--- config.mk ---
export PLATFORM = sky130hd
export DESIGN_NAME = rtpc_tx_ctrl
export DESIGN_NICKNAME = d
export VERILOG_FILES = /design/src/verilog/rtpc_pkg.sv /design/src/verilog/rtpc_tx_ctrl.sv /design/src/verilog/rtpc_limit.sv
export VERILOG_INCLUDE_DIRS = /design/src /design/src/verilog
export SDC_FILE = /design/constraint.sdc
export NUM_CORES = 1
export LEC_CHECK = 0
export ABC_AREA = 1
export BUFFER_PORTS_ARGS = -buffer_cell sky130_fd_sc_hd__buf_2
export CAP_MARGIN = 10
export CORE_UTILIZATION = 55
export CTS_BUF_LIST = sky130_fd_sc_hd__clkbuf_16
export DETAILED_ROUTE_END_ITERATION = 6
export PLACE_DENSITY = 0.77
export SETUP_SLACK_MARGIN = 0.4
export SLEW_MARGIN = 0
export SYNTH_ARGS = -nofsm -noshare
export SYNTH_HDL_FRONTEND = slang
export SYNTH_SLANG_ARGS = --single-unit
--- constraint.sdc ---
create_clock -name hclk -period 5.42 [get_ports hclk]
set_input_delay 0.813 -clock hclk [delete_from_list [all_inputs] [get_ports hclk]]
set_output_delay 0.813 -clock hclk [all_outputs]
set_load 0.1 [all_outputs]
--- src/verilog/rtpc_params.svh ---
// Offsets, field positions, reset values and limits of the transmit control block.
`ifndef RTPC_PARAMS_SVH
`define RTPC_PARAMS_SVH

`define RTPC_OFF_CTRL 3'h0
`define RTPC_OFF_RETRY 3'h1
`define RTPC_OFF_TXREQ 3'h2
`define RTPC_OFF_STATUS 3'h3
`define RTPC_OFF_LIMIT 3'h4

`define RTPC_CTRL_MODE_LSB 0
`define RTPC_CTRL_ENC_BIT 2
`define RTPC_CTRL_SRCLONG_BIT 3
`define RTPC_CTRL_COMPAT_LSB 8

`define RTPC_TXREQ_FID_LSB 0
`define RTPC_TXREQ_LEN_LSB 8
`define RTPC_TXREQ_DLONG_BIT 16
`define RTPC_TXREQ_BCAST_BIT 17

`define RTPC_STAT_OVF_BIT 24

`define RTPC_RST_MODE 2'h0
`define RTPC_RST_COMPAT 8'h00
`define RTPC_RST_RETRY 8'h00

`define RTPC_MAX_PAYLOAD 8'h74
`define RTPC_LEGACY_ENC 8'h5F
`define RTPC_LEGACY_PLAIN 8'h64
`define RTPC_HDR_PLAIN 8'h02
`define RTPC_HDR_ENC 8'h04
`define RTPC_LONG_ADDR 8'h06
`define RTPC_ENC_OVH 8'h05

`define RTPC_ST_OK 8'h00
`define RTPC_ST_NOACK 8'h01
`define RTPC_ST_CCA 8'h02
`define RTPC_ST_NETACK 8'h21
`define RTPC_ST_TOOBIG 8'h74

`define RTPC_MAC_RETRIES 2'h3
`define RTPC_QDEPTH 3'h4

`endif

--- src/verilog/rtpc_pkg.sv ---
// Types shared by the transmit control block.
package rtpc_pkg;
   typedef enum logic [1:0] {
      ENG_IDLE = 2'b00,
      ENG_REQ = 2'b01,
      ENG_WAIT = 2'b10,
      ENG_DONE = 2'b11
   } rtpc_eng_st_t;
   typedef enum logic [1:0] {
      RES_OK = 2'b00,
      RES_NOACK = 2'b01,
      RES_BUSY = 2'b10,
      RES_APPFAIL = 2'b11
   } rtpc_result_t;
endpackage

--- src/verilog/rtpc_tx_ctrl.sv ---
// Transmit control: payload limit, MAC mode, transmit queue, retries and status.
//
// Our own choices: the address map and register access over AHB-Lite.
`include "rtpc_params.svh"
module rtpc_tx_ctrl (
   input wire logic hclk,
   input wire logic hresetn,
   input wire logic hsel,
   input wire logic [31:0] haddr,
   input wire logic [1:0] htrans,
   input wire logic hwrite,
   input wire logic [2:0] hsize,
   input wire logic [31:0] hwdata,
   input wire logic hready,
   output logic hreadyout,
   output logic hresp,
   output logic [31:0] hrdata,
   output logic rf_start,
   output logic rf_tag,
   output logic rf_ack_req,
   output logic rf_app_hdr,
   output logic rf_bcast,
   output logic rf_dest_long,
   output logic rf_encrypt,
   output logic [7:0] rf_len,
   input wire logic rf_done,
   input wire logic rf_done_tag,
   input wire logic [1:0] rf_result,
   output logic dup_detect_en,
   output logic txs_valid,
   output logic [7:0] txs_frame_id,
   output logic [7:0] txs_code
);
   logic [1:0] mac_mode_select_r;
   logic [7:0] legacy_compat_flags_r;
   logic encrypt_r;
   logic src_long_r;
   logic [7:0] app_retry_count_r;
   logic hdr_on;
   logic ack_on;
   logic legacy_on;

   assign hdr_on = (mac_mode_select_r == 2'h0) || (mac_mode_select_r == 2'h3);
   assign ack_on = (mac_mode_select_r == 2'h0) || (mac_mode_select_r == 2'h2);
   assign legacy_on = legacy_compat_flags_r[0];

   // Bus slave: zero wait states, read data prepared in the address phase.
   logic dp_wr_r;
   logic [2:0] dp_idx_r;
   logic addr_ok;
   logic [2:0] a_idx;
   logic a_take;

   assign a_idx = haddr[4:2];
   assign addr_ok = (haddr[31:5] == 27'h0) && (a_idx <= `RTPC_OFF_LIMIT);
   assign a_take = hsel && hready && htrans[1];

   always_ff @(posedge hclk or negedge hresetn) begin
      if (!hresetn) begin
         dp_wr_r <= 1'b0;
         dp_idx_r <= 3'h0;
      end else if (hready) begin
         dp_wr_r <= a_take && hwrite && addr_ok;
         dp_idx_r <= a_idx;
      end
   end

   always_ff @(posedge hclk or negedge hresetn) begin
      if (!hresetn) begin
         hreadyout <= 1'b0;
         hresp <= 1'b0;
      end else begin
         hreadyout <= 1'b1;
         hresp <= 1'b0;
      end
   end

   logic wr_ctrl;
   logic wr_retry;
   logic wr_txreq;
   logic wr_status;

   assign wr_ctrl = dp_wr_r && (dp_idx_r == `RTPC_OFF_CTRL);
   assign wr_retry = dp_wr_r && (dp_idx_r == `RTPC_OFF_RETRY);
   assign wr_txreq = dp_wr_r && (dp_idx_r == `RTPC_OFF_TXREQ);
   assign wr_status = dp_wr_r && (dp_idx_r == `RTPC_OFF_STATUS);

   always_ff @(posedge hclk or negedge hresetn) begin
      if (!hresetn) begin
         mac_mode_select_r <= `RTPC_RST_MODE;
         legacy_compat_flags_r <= `RTPC_RST_COMPAT;
         encrypt_r <= 1'b0;
         src_long_r <= 1'b0;
      end else if (wr_ctrl) begin
         mac_mode_select_r <= hwdata[`RTPC_CTRL_MODE_LSB +: 2];
         legacy_compat_flags_r <= hwdata[`RTPC_CTRL_COMPAT_LSB +: 8];
         encrypt_r <= hwdata[`RTPC_CTRL_ENC_BIT];
         src_long_r <= hwdata[`RTPC_CTRL_SRCLONG_BIT];
      end
   end

   always_ff @(posedge hclk or negedge hresetn) begin
      if (!hresetn) begin
         app_retry_count_r <= `RTPC_RST_RETRY;
      end else if (wr_retry) begin
         app_retry_count_r <= hwdata[7:0];
      end
   end

   always_ff @(posedge hclk or negedge hresetn) begin
      if (!hresetn) begin
         dup_detect_en <= 1'b1;
      end else begin
         dup_detect_en <= hdr_on;
      end
   end

   // Request intake.
   logic [7:0] req_fid;
   logic [7:0] req_len;
   logic req_dlong;
   logic req_bcast;
   logic [7:0] req_limit;
   logic [7:0] short_limit;
   logic room;
   logic too_big;
   logic push;
   logic refuse;

   assign req_fid = hwdata[`RTPC_TXREQ_FID_LSB +: 8];
   assign req_len = hwdata[`RTPC_TXREQ_LEN_LSB +: 8];
   assign req_dlong = hwdata[`RTPC_TXREQ_DLONG_BIT];
   assign req_bcast = hwdata[`RTPC_TXREQ_BCAST_BIT];

   // Evaluated against the settings in force at the write, not at dispatch.
   rtpc_limit u_limit (
      .legacy_on(legacy_on),
      .encrypt_on(encrypt_r),
      .hdr_on(hdr_on),
      .src_long(src_long_r),
      .dest_long(req_dlong),
      .limit(req_limit)
   );

   rtpc_limit u_limit_view (
      .legacy_on(legacy_on),
      .encrypt_on(encrypt_r),
      .hdr_on(hdr_on),
      .src_long(src_long_r),
      .dest_long(1'b0),
      .limit(short_limit)
   );

   logic [7:0] q_fid [4];
   logic [7:0] q_len [4];
   logic [3:0] q_dlong;
   logic [3:0] q_bcast;
   logic [1:0] q_wp_r;
   logic [1:0] q_rp_r;
   logic [2:0] q_cnt_r;
   logic [1:0] eng_busy;
   logic [1:0] eng_req;
   logic [1:0] eng_done;
   logic [1:0] disp;
   logic both_idle;
   logic head_bcast;
   logic pop;

   assign both_idle = (eng_busy == 2'b00);
   // The legacy behaviour keeps at most one request in the whole block.
   assign room = legacy_on ? ((q_cnt_r == 3'h0) && both_idle) : (q_cnt_r < `RTPC_QDEPTH);
   assign too_big = req_len > req_limit;
   assign push = wr_txreq && !too_big && room;
   assign refuse = wr_txreq && !too_big && !room;

   assign head_bcast = q_bcast[q_rp_r];
   assign disp[0] = (q_cnt_r != 3'h0) && !head_bcast && (legacy_on ? both_idle : !eng_busy[0]);
   assign disp[1] = (q_cnt_r != 3'h0) && head_bcast && (legacy_on ? both_idle : !eng_busy[1]);
   assign pop = disp[0] || disp[1];

   always_ff @(posedge hclk) begin
      if (push) begin
         q_fid[q_wp_r] <= req_fid;
         q_len[q_wp_r] <= req_len;
         q_dlong[q_wp_r] <= req_dlong;
         q_bcast[q_wp_r] <= req_bcast;
      end
   end

   always_ff @(posedge hclk or negedge hresetn) begin
      if (!hresetn) begin
         q_wp_r <= 2'h0;
         q_rp_r <= 2'h0;
         q_cnt_r <= 3'h0;
      end else begin
         if (push) begin
            q_wp_r <= q_wp_r + 2'h1;
         end
         if (pop) begin
            q_rp_r <= q_rp_r + 2'h1;
         end
         q_cnt_r <= q_cnt_r + {2'h0, push} - {2'h0, pop};
      end
   end

   logic ovf_r;

   always_ff @(posedge hclk or negedge hresetn) begin
      if (!hresetn) begin
         ovf_r <= 1'b0;
      end else if (refuse) begin
         ovf_r <= 1'b1;
      end else if (wr_status && hwdata[`RTPC_STAT_OVF_BIT]) begin
         ovf_r <= 1'b0;
      end
   end

   // Radio attempt arbitration, round robin between the two engines.
   logic rf_busy_r;
   logic last_gnt_r;
   logic grant_v;
   logic grant_e;
   logic [7:0] e_fid [2];
   logic [7:0] e_len [2];
   logic [7:0] e_code [2];
   logic [1:0] e_dlong;
   logic [1:0] e_ack;
   logic [1:0] e_hdr;

   assign grant_v = !rf_busy_r && (eng_req != 2'b00);
   assign grant_e = eng_req[1] && (!eng_req[0] || !last_gnt_r);

   always_ff @(posedge hclk or negedge hresetn) begin
      if (!hresetn) begin
         rf_busy_r <= 1'b0;
         last_gnt_r <= 1'b0;
      end else begin
         if (grant_v) begin
            rf_busy_r <= 1'b1;
            last_gnt_r <= grant_e;
         end else if (rf_done) begin
            rf_busy_r <= 1'b0;
         end
      end
   end

   always_ff @(posedge hclk or negedge hresetn) begin
      if (!hresetn) begin
         rf_start <= 1'b0;
         rf_tag <= 1'b0;
         rf_ack_req <= 1'b0;
         rf_app_hdr <= 1'b0;
         rf_bcast <= 1'b0;
         rf_dest_long <= 1'b0;
         rf_encrypt <= 1'b0;
         rf_len <= 8'h00;
      end else begin
         rf_start <= grant_v;
         if (grant_v) begin
            rf_tag <= grant_e;
            rf_ack_req <= e_ack[grant_e];
            rf_app_hdr <= e_hdr[grant_e];
            rf_bcast <= grant_e;
            rf_dest_long <= e_dlong[grant_e];
            rf_encrypt <= encrypt_r;
            rf_len <= e_len[grant_e];
         end
      end
   end

   // Engine 0 carries unicasts, engine 1 broadcasts; both may be in flight at once except in legacy mode.
   logic emit_v;
   logic [1:0] emit_src;
   logic rej_pend_r;
   logic [7:0] rej_fid_r;

   for (genvar e = 0; e < 2; e++) begin : g_eng
      rtpc_pkg::rtpc_eng_st_t st_r;
      logic [7:0] fid_r;
      logic [7:0] len_r;
      logic dlong_r;
      logic ack_r;
      logic hdr_r;
      logic [7:0] rr_r;
      logic [1:0] mac_r;
      logic [7:0] app_r;
      logic [7:0] code_r;
      logic mine;
      logic app_left;

      assign mine = rf_done && (rf_done_tag == e[0]) && (st_r == rtpc_pkg::ENG_WAIT);
      assign app_left = app_r < rr_r;
      assign eng_busy[e] = st_r != rtpc_pkg::ENG_IDLE;
      assign eng_req[e] = st_r == rtpc_pkg::ENG_REQ;
      assign eng_done[e] = st_r == rtpc_pkg::ENG_DONE;
      assign e_fid[e] = fid_r;
      assign e_len[e] = len_r;
      assign e_code[e] = code_r;
      assign e_dlong[e] = dlong_r;
      assign e_ack[e] = ack_r;
      assign e_hdr[e] = hdr_r;

      always_ff @(posedge hclk or negedge hresetn) begin
         if (!hresetn) begin
            st_r <= rtpc_pkg::ENG_IDLE;
            fid_r <= 8'h00;
            len_r <= 8'h00;
            dlong_r <= 1'b0;
            ack_r <= 1'b0;
            hdr_r <= 1'b0;
            rr_r <= 8'h00;
            mac_r <= 2'h0;
            app_r <= 8'h00;
            code_r <= 8'h00;
         end else begin
            case (st_r)
               rtpc_pkg::ENG_IDLE: begin
                  if (disp[e]) begin
                     fid_r <= q_fid[q_rp_r];
                     len_r <= q_len[q_rp_r];
                     dlong_r <= q_dlong[q_rp_r];
                     ack_r <= (e == 0) && ack_on;
                     hdr_r <= hdr_on;
                     rr_r <= hdr_on ? app_retry_count_r : 8'h00;
                     mac_r <= 2'h0;
                     app_r <= 8'h00;
                     st_r <= rtpc_pkg::ENG_REQ;
                  end
               end
               rtpc_pkg::ENG_REQ: begin
                  if (grant_v && (grant_e == e[0])) begin
                     st_r <= rtpc_pkg::ENG_WAIT;
                  end
               end
               rtpc_pkg::ENG_WAIT: begin
                  if (mine) begin
                     st_r <= (fid_r == 8'h00) ? rtpc_pkg::ENG_IDLE : rtpc_pkg::ENG_DONE;
                     case (rtpc_pkg::rtpc_result_t'(rf_result))
                        rtpc_pkg::RES_OK: begin
                           code_r <= `RTPC_ST_OK;
                        end
                        rtpc_pkg::RES_NOACK: begin
                           if (!ack_r) begin
                              code_r <= `RTPC_ST_OK;
                           end else if (mac_r < `RTPC_MAC_RETRIES) begin
                              mac_r <= mac_r + 2'h1;
                              st_r <= rtpc_pkg::ENG_REQ;
                           end else if (app_left) begin
                              app_r <= app_r + 8'h01;
                              mac_r <= 2'h0;
                              st_r <= rtpc_pkg::ENG_REQ;
                           end else begin
                              code_r <= (rr_r != 8'h00) ? `RTPC_ST_NETACK : `RTPC_ST_NOACK;
                           end
                        end
                        rtpc_pkg::RES_BUSY: begin
                           // Channel busy is retried even without acks requested.
                           if (mac_r < `RTPC_MAC_RETRIES) begin
                              mac_r <= mac_r + 2'h1;
                              st_r <= rtpc_pkg::ENG_REQ;
                           end else if (app_left) begin
                              app_r <= app_r + 8'h01;
                              mac_r <= 2'h0;
                              st_r <= rtpc_pkg::ENG_REQ;
                           end else begin
                              code_r <= `RTPC_ST_CCA;
                           end
                        end
                        default: begin
                           if (app_left) begin
                              app_r <= app_r + 8'h01;
                              mac_r <= 2'h0;
                              st_r <= rtpc_pkg::ENG_REQ;
                           end else begin
                              code_r <= (rr_r != 8'h00) ? `RTPC_ST_NETACK : `RTPC_ST_OK;
                           end
                        end
                     endcase
                  end
               end
               rtpc_pkg::ENG_DONE: begin
                  if (emit_v && (emit_src == (2'h1 << e))) begin
                     st_r <= rtpc_pkg::ENG_IDLE;
                  end
               end
               default: begin
                  st_r <= rtpc_pkg::ENG_IDLE;
               end
            endcase
         end
      end
   end

   // Status output: one frame per cycle; rejects first, then unicast, then broadcast.
   always_comb begin
      emit_v = rej_pend_r || (eng_done != 2'b00);
      if (rej_pend_r) begin
         emit_src = 2'h0;
      end else if (eng_done[0]) begin
         emit_src = 2'h1;
      end else begin
         emit_src = 2'h2;
      end
   end

   always_ff @(posedge hclk or negedge hresetn) begin
      if (!hresetn) begin
         rej_pend_r <= 1'b0;
         rej_fid_r <= 8'h00;
      end else if (wr_txreq && too_big && (req_fid != 8'h00)) begin
         rej_pend_r <= 1'b1;
         rej_fid_r <= req_fid;
      end else if (emit_v && (emit_src == 2'h0)) begin
         rej_pend_r <= 1'b0;
      end
   end

   always_ff @(posedge hclk or negedge hresetn) begin
      if (!hresetn) begin
         txs_valid <= 1'b0;
         txs_frame_id <= 8'h00;
         txs_code <= 8'h00;
      end else begin
         txs_valid <= emit_v;
         if (emit_v) begin
            case (emit_src)
               2'h0: begin
                  txs_frame_id <= rej_fid_r;
                  txs_code <= `RTPC_ST_TOOBIG;
               end
               2'h1: begin
                  txs_frame_id <= e_fid[0];
                  txs_code <= e_code[0];
               end
               default: begin
                  txs_frame_id <= e_fid[1];
                  txs_code <= e_code[1];
               end
            endcase
         end
      end
   end

   // Read data; unmapped addresses read as zero with an OKAY response.
   always_ff @(posedge hclk or negedge hresetn) begin
      if (!hresetn) begin
         hrdata <= 32'h0;
      end else if (hready) begin
         hrdata <= 32'h0;
         if (a_take && !hwrite && addr_ok) begin
            case (a_idx)
               `RTPC_OFF_CTRL: hrdata <= {16'h0, legacy_compat_flags_r, 4'h0, src_long_r,
                                          encrypt_r, mac_mode_select_r};
               `RTPC_OFF_RETRY: hrdata <= {24'h0, app_retry_count_r};
               `RTPC_OFF_STATUS: hrdata <= {7'h0, ovf_r, 3'h0, q_cnt_r, eng_busy,
                                            txs_frame_id, txs_code};
               `RTPC_OFF_LIMIT: hrdata <= {24'h0, short_limit};
               default: hrdata <= 32'h0;
            endcase
         end
      end
   end
endmodule // rtpc_tx_ctrl

--- src/verilog/rtpc_limit.sv ---
// Payload limit calculator for one transmit request.
`include "rtpc_params.svh"
module rtpc_limit (
   input wire logic legacy_on,
   input wire logic encrypt_on,
   input wire logic hdr_on,
   input wire logic src_long,
   input wire logic dest_long,
   output logic [7:0] limit
);
   logic [7:0] sub;

   always_comb begin
      sub = 8'h00;
      // Encryption forces a long source address, so both penalties apply together.
      if (encrypt_on) begin
         sub = sub + `RTPC_ENC_OVH + `RTPC_LONG_ADDR;
      end else if (src_long) begin
         sub = sub + `RTPC_LONG_ADDR;
      end
      if (dest_long) begin
         sub = sub + `RTPC_LONG_ADDR;
      end
      if (hdr_on) begin
         sub = sub + (encrypt_on ? `RTPC_HDR_ENC : `RTPC_HDR_PLAIN);
      end
      if (legacy_on) begin
         limit = encrypt_on ? `RTPC_LEGACY_ENC : `RTPC_LEGACY_PLAIN;
      end else begin
         limit = `RTPC_MAX_PAYLOAD - sub;
      end
   end
endmodule // rtpc_limit

### Yosys cells after proc, flatten, opt, wreduce, memory -nomap -nowiden

Memory sizes are Yosys's and may differ from the RTL's.
Index checks and enable logic that the tools add are counted.

| storage, ports and cells | value |
|---|---|
| register bits after elaboration | 208 |
| RAM bits | 64 |
| bits of input ports | 78 |
| output and inout bits | 67 |
| word-level logic and storage cells | 303 |
| memories | 2 |

Memories:

| name | words | width | rd ports | clocked after memory_dff | write ports | RTL line | text |
|---|---|---|---|---|---|---|---|
| q_fid | 4 | 8 | 1 | 0 | 1 | rtpc_tx_ctrl.sv:154 | `logic [7:0] q_fid [4];` |
| q_len | 4 | 8 | 1 | 0 | 1 | rtpc_tx_ctrl.sv:155 | `logic [7:0] q_len [4];` |

| operators by class | value |
|---|---|
| add/sub/neg operators | 13 |
| magnitude comparators | 12 |
| equal/unequal tests | 39 |
| multiplexer cells | 103 |
| bitwise gates (word level) | 3 |
| reductions and logical operators | 83 |

Operator list:

| kind | number |
|---|---|
| 8-bit two-way mux | 28 |
| 25-bit case mux with 4 select lines | 1 |
| 8-bit case mux with 2 select lines | 6 |
| 2-bit two-way mux | 26 |
| 8-bit case mux with 3 select lines | 2 |
| 1-bit logical AND | 34 |
| 27-bit logical NOT | 1 |
| 25-bit two-way mux | 1 |
| 6-bit two-way mux | 4 |
| 8-bit nonzero test | 3 |
| 2-bit != test, second input constant | 11 |
| 1-bit two-way mux | 20 |
| 2-bit nonzero test | 9 |
| 8-bit by 1-bit adder with 8-bit output, second input constant | 2 |
| 2-bit equality test, second input constant | 8 |
| 8-bit logical NOT | 2 |
| 8-bit < comparator | 2 |
| 2-bit case mux with 2 select lines | 4 |
| 2-bit case mux with 4 select lines | 2 |
| 7-bit by 8-bit subtractor with 8-bit output, first input constant | 2 |
| 5-bit AND reduction | 3 |
| 2-bit logical NOT | 6 |
| 2-bit case mux with 3 select lines | 2 |
| 3-bit by 2-bit equality test with 1-bit output, second input constant | 3 |
| other kinds (36) | 71 |

### Longest topological paths before layout

| depth | value |
|---|---|
| depth in word-level cells | 14 |
| mapped depth | 24 |
| gate-level depth less buffers | 23 |

### Cells and area by module

A second synthesis with hierarchy kept.

| unflattened totals | value |
|---|---|
| cells, all modules | 1373 |
| area total of the unflattened synthesis | 12340.6 µm² |

By module, submodules not included:

| module | instances | cells an instance | area each (µm²) | sequential area each (µm²) |
|---|---|---|---|---|
| rtpc_tx_ctrl | 1 | 1253 | 11674.9 | 6542.5 |
| rtpc_limit | 2 | 60 | 332.8 | 0.0 |

### Worst setup path after synthesis

Ideal clock, no wire load.

| timing path | value |
|---|---|
| path kind | input to register |
| start | input port hwdata[16] |
| end | register q_bcast[0], enable pin |
| setup time | 0.393 ns |
| arrival | 4.079 ns |
| data required time | 5.027 ns |
| setup slack | 0.948 ns |
| stages on the path | 19 |
| buffers on the path | 0 |
| path through | inv_1 > xor2_1 > ha_1 > inv_1 > fa_1 > or2_2 > xor2_1 > nand3_1 > a31oi_1 > ha_1 > nand2_1 > inv_1 > o21ai_0 > nand2_1 > nand2_1 > o211ai_1 > nand2_1 > nand3_1 > nor2_1 |

| on the way | value |
|---|---|
| cells in the longest elaborated chain, start to end | 9 |

Ends and longest elaborated chain:

| what | RTL line | text |
|---|---|---|
| start, declared | rtpc_tx_ctrl.sv:13 | `input wire logic [31:0] hwdata,` |
| 8-bit two-way mux (*) | rtpc_limit.sv:21 | `if (dest_long) begin` |
| 8-bit adder | rtpc_limit.sv:25 | `` sub = sub + (encrypt_on ? `RTPC_HDR_ENC : `RTPC_HDR_PLAIN); `` |
| 8-bit two-way mux (*) | rtpc_limit.sv:24 | `if (hdr_on) begin` |
| 7-bit by 8-bit subtractor with 8-bit output (no line) (*) | n/a |  |
| 8-bit two-way mux (*) | rtpc_limit.sv:27 | `if (legacy_on) begin` |
| 8-bit > comparator (*) | rtpc_tx_ctrl.sv:172 | `assign too_big = req_len > req_limit;` |
| 1-bit logical NOT (*) | rtpc_tx_ctrl.sv:173 | `assign push = wr_txreq && !too_big && room;` |
| 1-bit logical AND (*) (2 in a row) | rtpc_tx_ctrl.sv:173 |  |
| end signal, assigned by index | rtpc_tx_ctrl.sv:186 | `q_bcast[q_wp_r] <= req_bcast;` |
| end, declared | rtpc_tx_ctrl.sv:157 | `logic [3:0] q_bcast;` |

Mark *: on every way between the ends. The rest lies on a longest branch, timed or not.
A chain may end at the register's enable or synchronous reset.

### Worst setup path in the final report

| timing path | value |
|---|---|
| start | register encrypt_r |
| end | register q_cnt_r[2] |

| on the way | value |
|---|---|
| cells in the longest elaborated chain, start to end | 13 |
| elaborated cells between the ends (all ways) | 15 |
| classes of those cells | add/sub: 5; order compare: 1; mux: 6; reduce/logical: 3 |

Ends and longest elaborated chain:

| what | RTL line | text |
|---|---|---|
| start, declared | rtpc_tx_ctrl.sv:36 | `logic encrypt_r;` |
| start signal, assigned | rtpc_tx_ctrl.sv:97 | `` encrypt_r <= hwdata[`RTPC_CTRL_ENC_BIT]; `` |
| 8-bit two-way mux | rtpc_limit.sv:16 | `if (encrypt_on) begin` |
| 8-bit by 3-bit adder with 8-bit output (no line) | n/a |  |
| 8-bit two-way mux | rtpc_limit.sv:21 |  |
| 8-bit adder | rtpc_limit.sv:25 |  |
| 8-bit two-way mux | rtpc_limit.sv:24 |  |
| 7-bit by 8-bit subtractor with 8-bit output (no line) | n/a |  |
| 8-bit two-way mux (*) | rtpc_limit.sv:27 |  |
| 8-bit > comparator (*) | rtpc_tx_ctrl.sv:172 |  |
| 1-bit logical NOT (*) | rtpc_tx_ctrl.sv:173 |  |
| 1-bit logical AND (*) (2 in a row) | rtpc_tx_ctrl.sv:173 |  |
| named net push | rtpc_tx_ctrl.sv:127 | `logic push;` |
| 3-bit by 1-bit adder with 3-bit output (*) | rtpc_tx_ctrl.sv:202 | `q_cnt_r <= q_cnt_r + {2'h0, push} - {2'h0, pop};` |
| 3-bit by 1-bit subtractor with 3-bit output (*) | rtpc_tx_ctrl.sv:202 |  |
| end signal, assigned | rtpc_tx_ctrl.sv:202 |  |
| end, declared | rtpc_tx_ctrl.sv:160 | `logic [2:0] q_cnt_r;` |

The timed path passes the listed nets; every way through them passes the cells marked *.

==> flow_summary.json <==
{
  "start_kind": "flop",
  "crit_required_ns": 5.83,
  "critPathMaxFanout": 10,
  "tightest_slew_ns": 0.969,
  "area_growth_pct": 13.3,
  "synth_area_leader_cell": "dfrtp_1",
  "ys.flop_type": "dfrtp_1",
  "cellPowerDensity_nw_per_um2": 522,
  "synth.distinct_cells": 49,
  "hold_buffers": 0,
  "cts_tree": "yes",
  "yosysMostFrequentCell": "nand2_1",
  "gr-total-overflow": 0,
  "ios": 145,
  "drive_above_1_share_pct": 14.7,
  "dpl_cell_area_um2": 12600,
  "drt_iter0_markers": 748,
  "path_class": "reg -> reg",
  "skew_ns": 0.0147,
  "nNetsFinal": 1538,
  "yosysWarningCount": 0,
  "tns_ns": 0,
  "cts-htree-levels": 1,
  "setup_viol_count_final": 0,
  "initial_core_util_pct": 56.4,
  "synth_top_area_share_pct": 36.6,
  "async_flop_share_pct": 70.9,
  "syn_inst": 1312,
  "die_w_um": 149,
  "cts-root-buf": "clkbuf_16",
  "post-dp-hpwl_mm": 20.1,
  "critPathCaptureType": "flop",
  "num_rows": 53,
  "dieArea_um2": 22200,
  "die_h_um": 149,
  "cts_buffer_depth": 3,
  "clk_latency_ns": 0.54,
  "yosys-top-cells-area": "dfrtp_1 37%, edfxtp_1 18%, nand2_1 9.3%",
  "hold_violations": 0,
  "grt_max_degree": 176,
  "ys_top_cells_by_count": "295 x nand2_1, 174 x dfrtp_1, 146 x inv_1, 132 x o21ai_0, 126 x nor2_1",
  "clkTransAtPathRegs_ns": 0.06,
  "min_period_ns": 4.54,
  "slew_violations": 0,
  "routed_wl_mm": 28.5,
  "synthesis.area_um2": 11900,
  "drc": 0,
  "ant_nets": 0,
  "synth_edf_count": 72,
  "clock-sinks": 247,
  "crit_arrival_ns": 4.95,
  "slew_headroom_pct": 35.4,
  "gp_congestion": 0.928,
  "firstDrtPassIters": 5,
  "dp_cells": 1663,
  "grtUsageTotal_pct": 26.5,
  "fill_cells": 1751,
  "io_buffer_count": 112,
  "core_area_um2": 21100,
  "run_status": "complete, no violations",
  "wl_per_cell_um": 16.6,
  "fmax_mhz": 220,
  "viasPerCell": 5.49,
  "power_leakage_nw": 6.48,
  "maxCapViolCount": 0,
  "fin_crit_sh_pct": 83.7,
  "post_cts_buffers": 0,
  "finalPower_mw": 7.03,
  "hold_class": "in -> async",
  "avgSynthCellArea_um2": 9.06,
  "grt_pass1_vias": 8979,
  "antenna_found_initial": 0,
  "grt_setup_unrepaired": "no",
  "ctsResizeCount": 0,
  "peakVddDrop_mv": 0.548,
  "synth_seq_cells": 247,
  "grt_pass1_wl_mm": 46.1,
  "layout.cells.non_filler": 1714,
  "finish.instance_area_um2": 13500,
  "vias": 9406,
  "cts-buffers-inserted": 27,
  "yosysSeqAreaShare_pct": 55.0
}
-- cells in the final DEF (no fill, tap or decap), drive strengths merged, types with 2 or more instances in the layout --
master / synthesis / routed
nand2: 301 / 301
dfrtp: 174 / 174
inv: 157 / 166
o21ai: 154 / 154
nor2: 134 / 134
buf: 37 / 119
edfxtp: 72 / 72
a21oi: 63 / 63
ha: 41 / 41
nand3: 34 / 34
clkbuf: 19 / 27
o22ai: 24 / 24
conb: 2 / 15
nand4: 14 / 14
clkinv: 2 / 13
nor4: 11 / 11
a221oi: 10 / 10
o221ai: 9 / 9
nor3: 9 / 9
xor2: 8 / 8
or2: 8 / 8
xnor2: 8 / 8
mux2: 5 / 5
o211ai: 3 / 3
a31oi: 2 / 2
fa: 2 / 2
bufinv: 0 / 2
-- state kept, by name, summed over array words and instances (netlist names), 16 cells and up --
name         count
g_eng.rr_r      16
g_eng.app_r     16
g_eng.fid_r     16
g_eng.len_r     16
hrdata          22
q_len           32
q_fid           32
-- through the flow --
step / hold WS (ns) / worst slack, ns / util, %
global route: 0.488 / 0.587 / 63.8
floorplan: 0.437 / 0.948 / -
global placement: 0.464 / 0.748 / 59.8
CTS: 0.469 / 0.917 / 63.8
detailed placement: 0.460 / 0.583 / 59.8
finish: 0.405 / 0.881 / 63.8
-- final timing paths --
check,cells past startpoint,startpoint,slack [ns],endpoint
max,22,encrypt_r$_DFFE_PN0P_,0.88,q_cnt_r[2]$_DFF_PN0_
min in group hclk,2,hrdata[8]$_DFFE_PN0P_,0.48,hrdata[8]$_DFFE_PN0P_
min reg2reg,2,hrdata[8]$_DFFE_PN0P_,0.48,hrdata[8]$_DFFE_PN0P_
max in group asynchronous,2,hresetn,4.29,legacy_compat_flags_r[1]$_DFFE_PN0P_
min,2,hresetn,0.40,g_eng[0].len_r[1]$_DFFE_PN0P_
max reg2reg,22,encrypt_r$_DFFE_PN0P_,0.88,q_cnt_r[2]$_DFF_PN0_
-- worst max-delay path: stages, from the launching register on --
cell and delay, ns:
dfrtp_1 0.51, nor2_1 0.24, xor2_1 0.22, ha_1 0.19, inv_1 0.06, fa_1 0.35
or2_2 0.31, xor2_1 0.25, a21oi_1 0.10, xor2_1 0.16, nand2_1 0.06, nand2_1 0.05
ha_1 0.27, nand2_1 0.05, nor2_1 0.14, nand2_1 0.07, o211ai_1 0.10, nand2_1 0.12
nand3_1 0.23, inv_1 0.15, ha_1 0.24, fa_1 0.38, xor2_1 0.18
-- power breakdown --
part           internal (mW)  total (mW)  switching, mW
clock                   1.00        1.75          0.741
combinational          0.629        2.72           2.09
sequential              2.30        2.56          0.255
-- final cells by class --
cell class / instances / area (µm²) / share of cell area (%)
diodes: 1 / 2.50 / 0.0186
clock buffers: 27 / 676 / 5.02
clock inverters: 23 / 171 / 1.27
inverters: 159 / 597 / 4.43
multi-input cells: 863 / 4500 / 33.4
flip-flops and latches: 247 / 6540 / 48.6
well taps: 275 / 344 / 2.56
repair buffers: 119 / 632 / 4.69
-- per-layer routing --
metal | share of wire, % | track usage (%)
met1 | 45 | 37.8
met2 | 47 | 42.4
met3 | 6.3 | 3.91
met4 | 2.0 | 7.04
met5 | 0 | 0
-- cells by family after synthesis --
kind of cell	Yosys count	share of synthesized area, %
AND/OR/NAND/NOR	512	18.0
AO/OA/AOI/OAI	271	12.9
flip-flops	247	55.0
buffers and inverters	215	7.58
adder cells (fa/ha/maj)	43	4.65
XOR/XNOR	16	1.18
multiplexers	6	0.558
other	2	0.0632
Power figures use the tool's default switching activity.
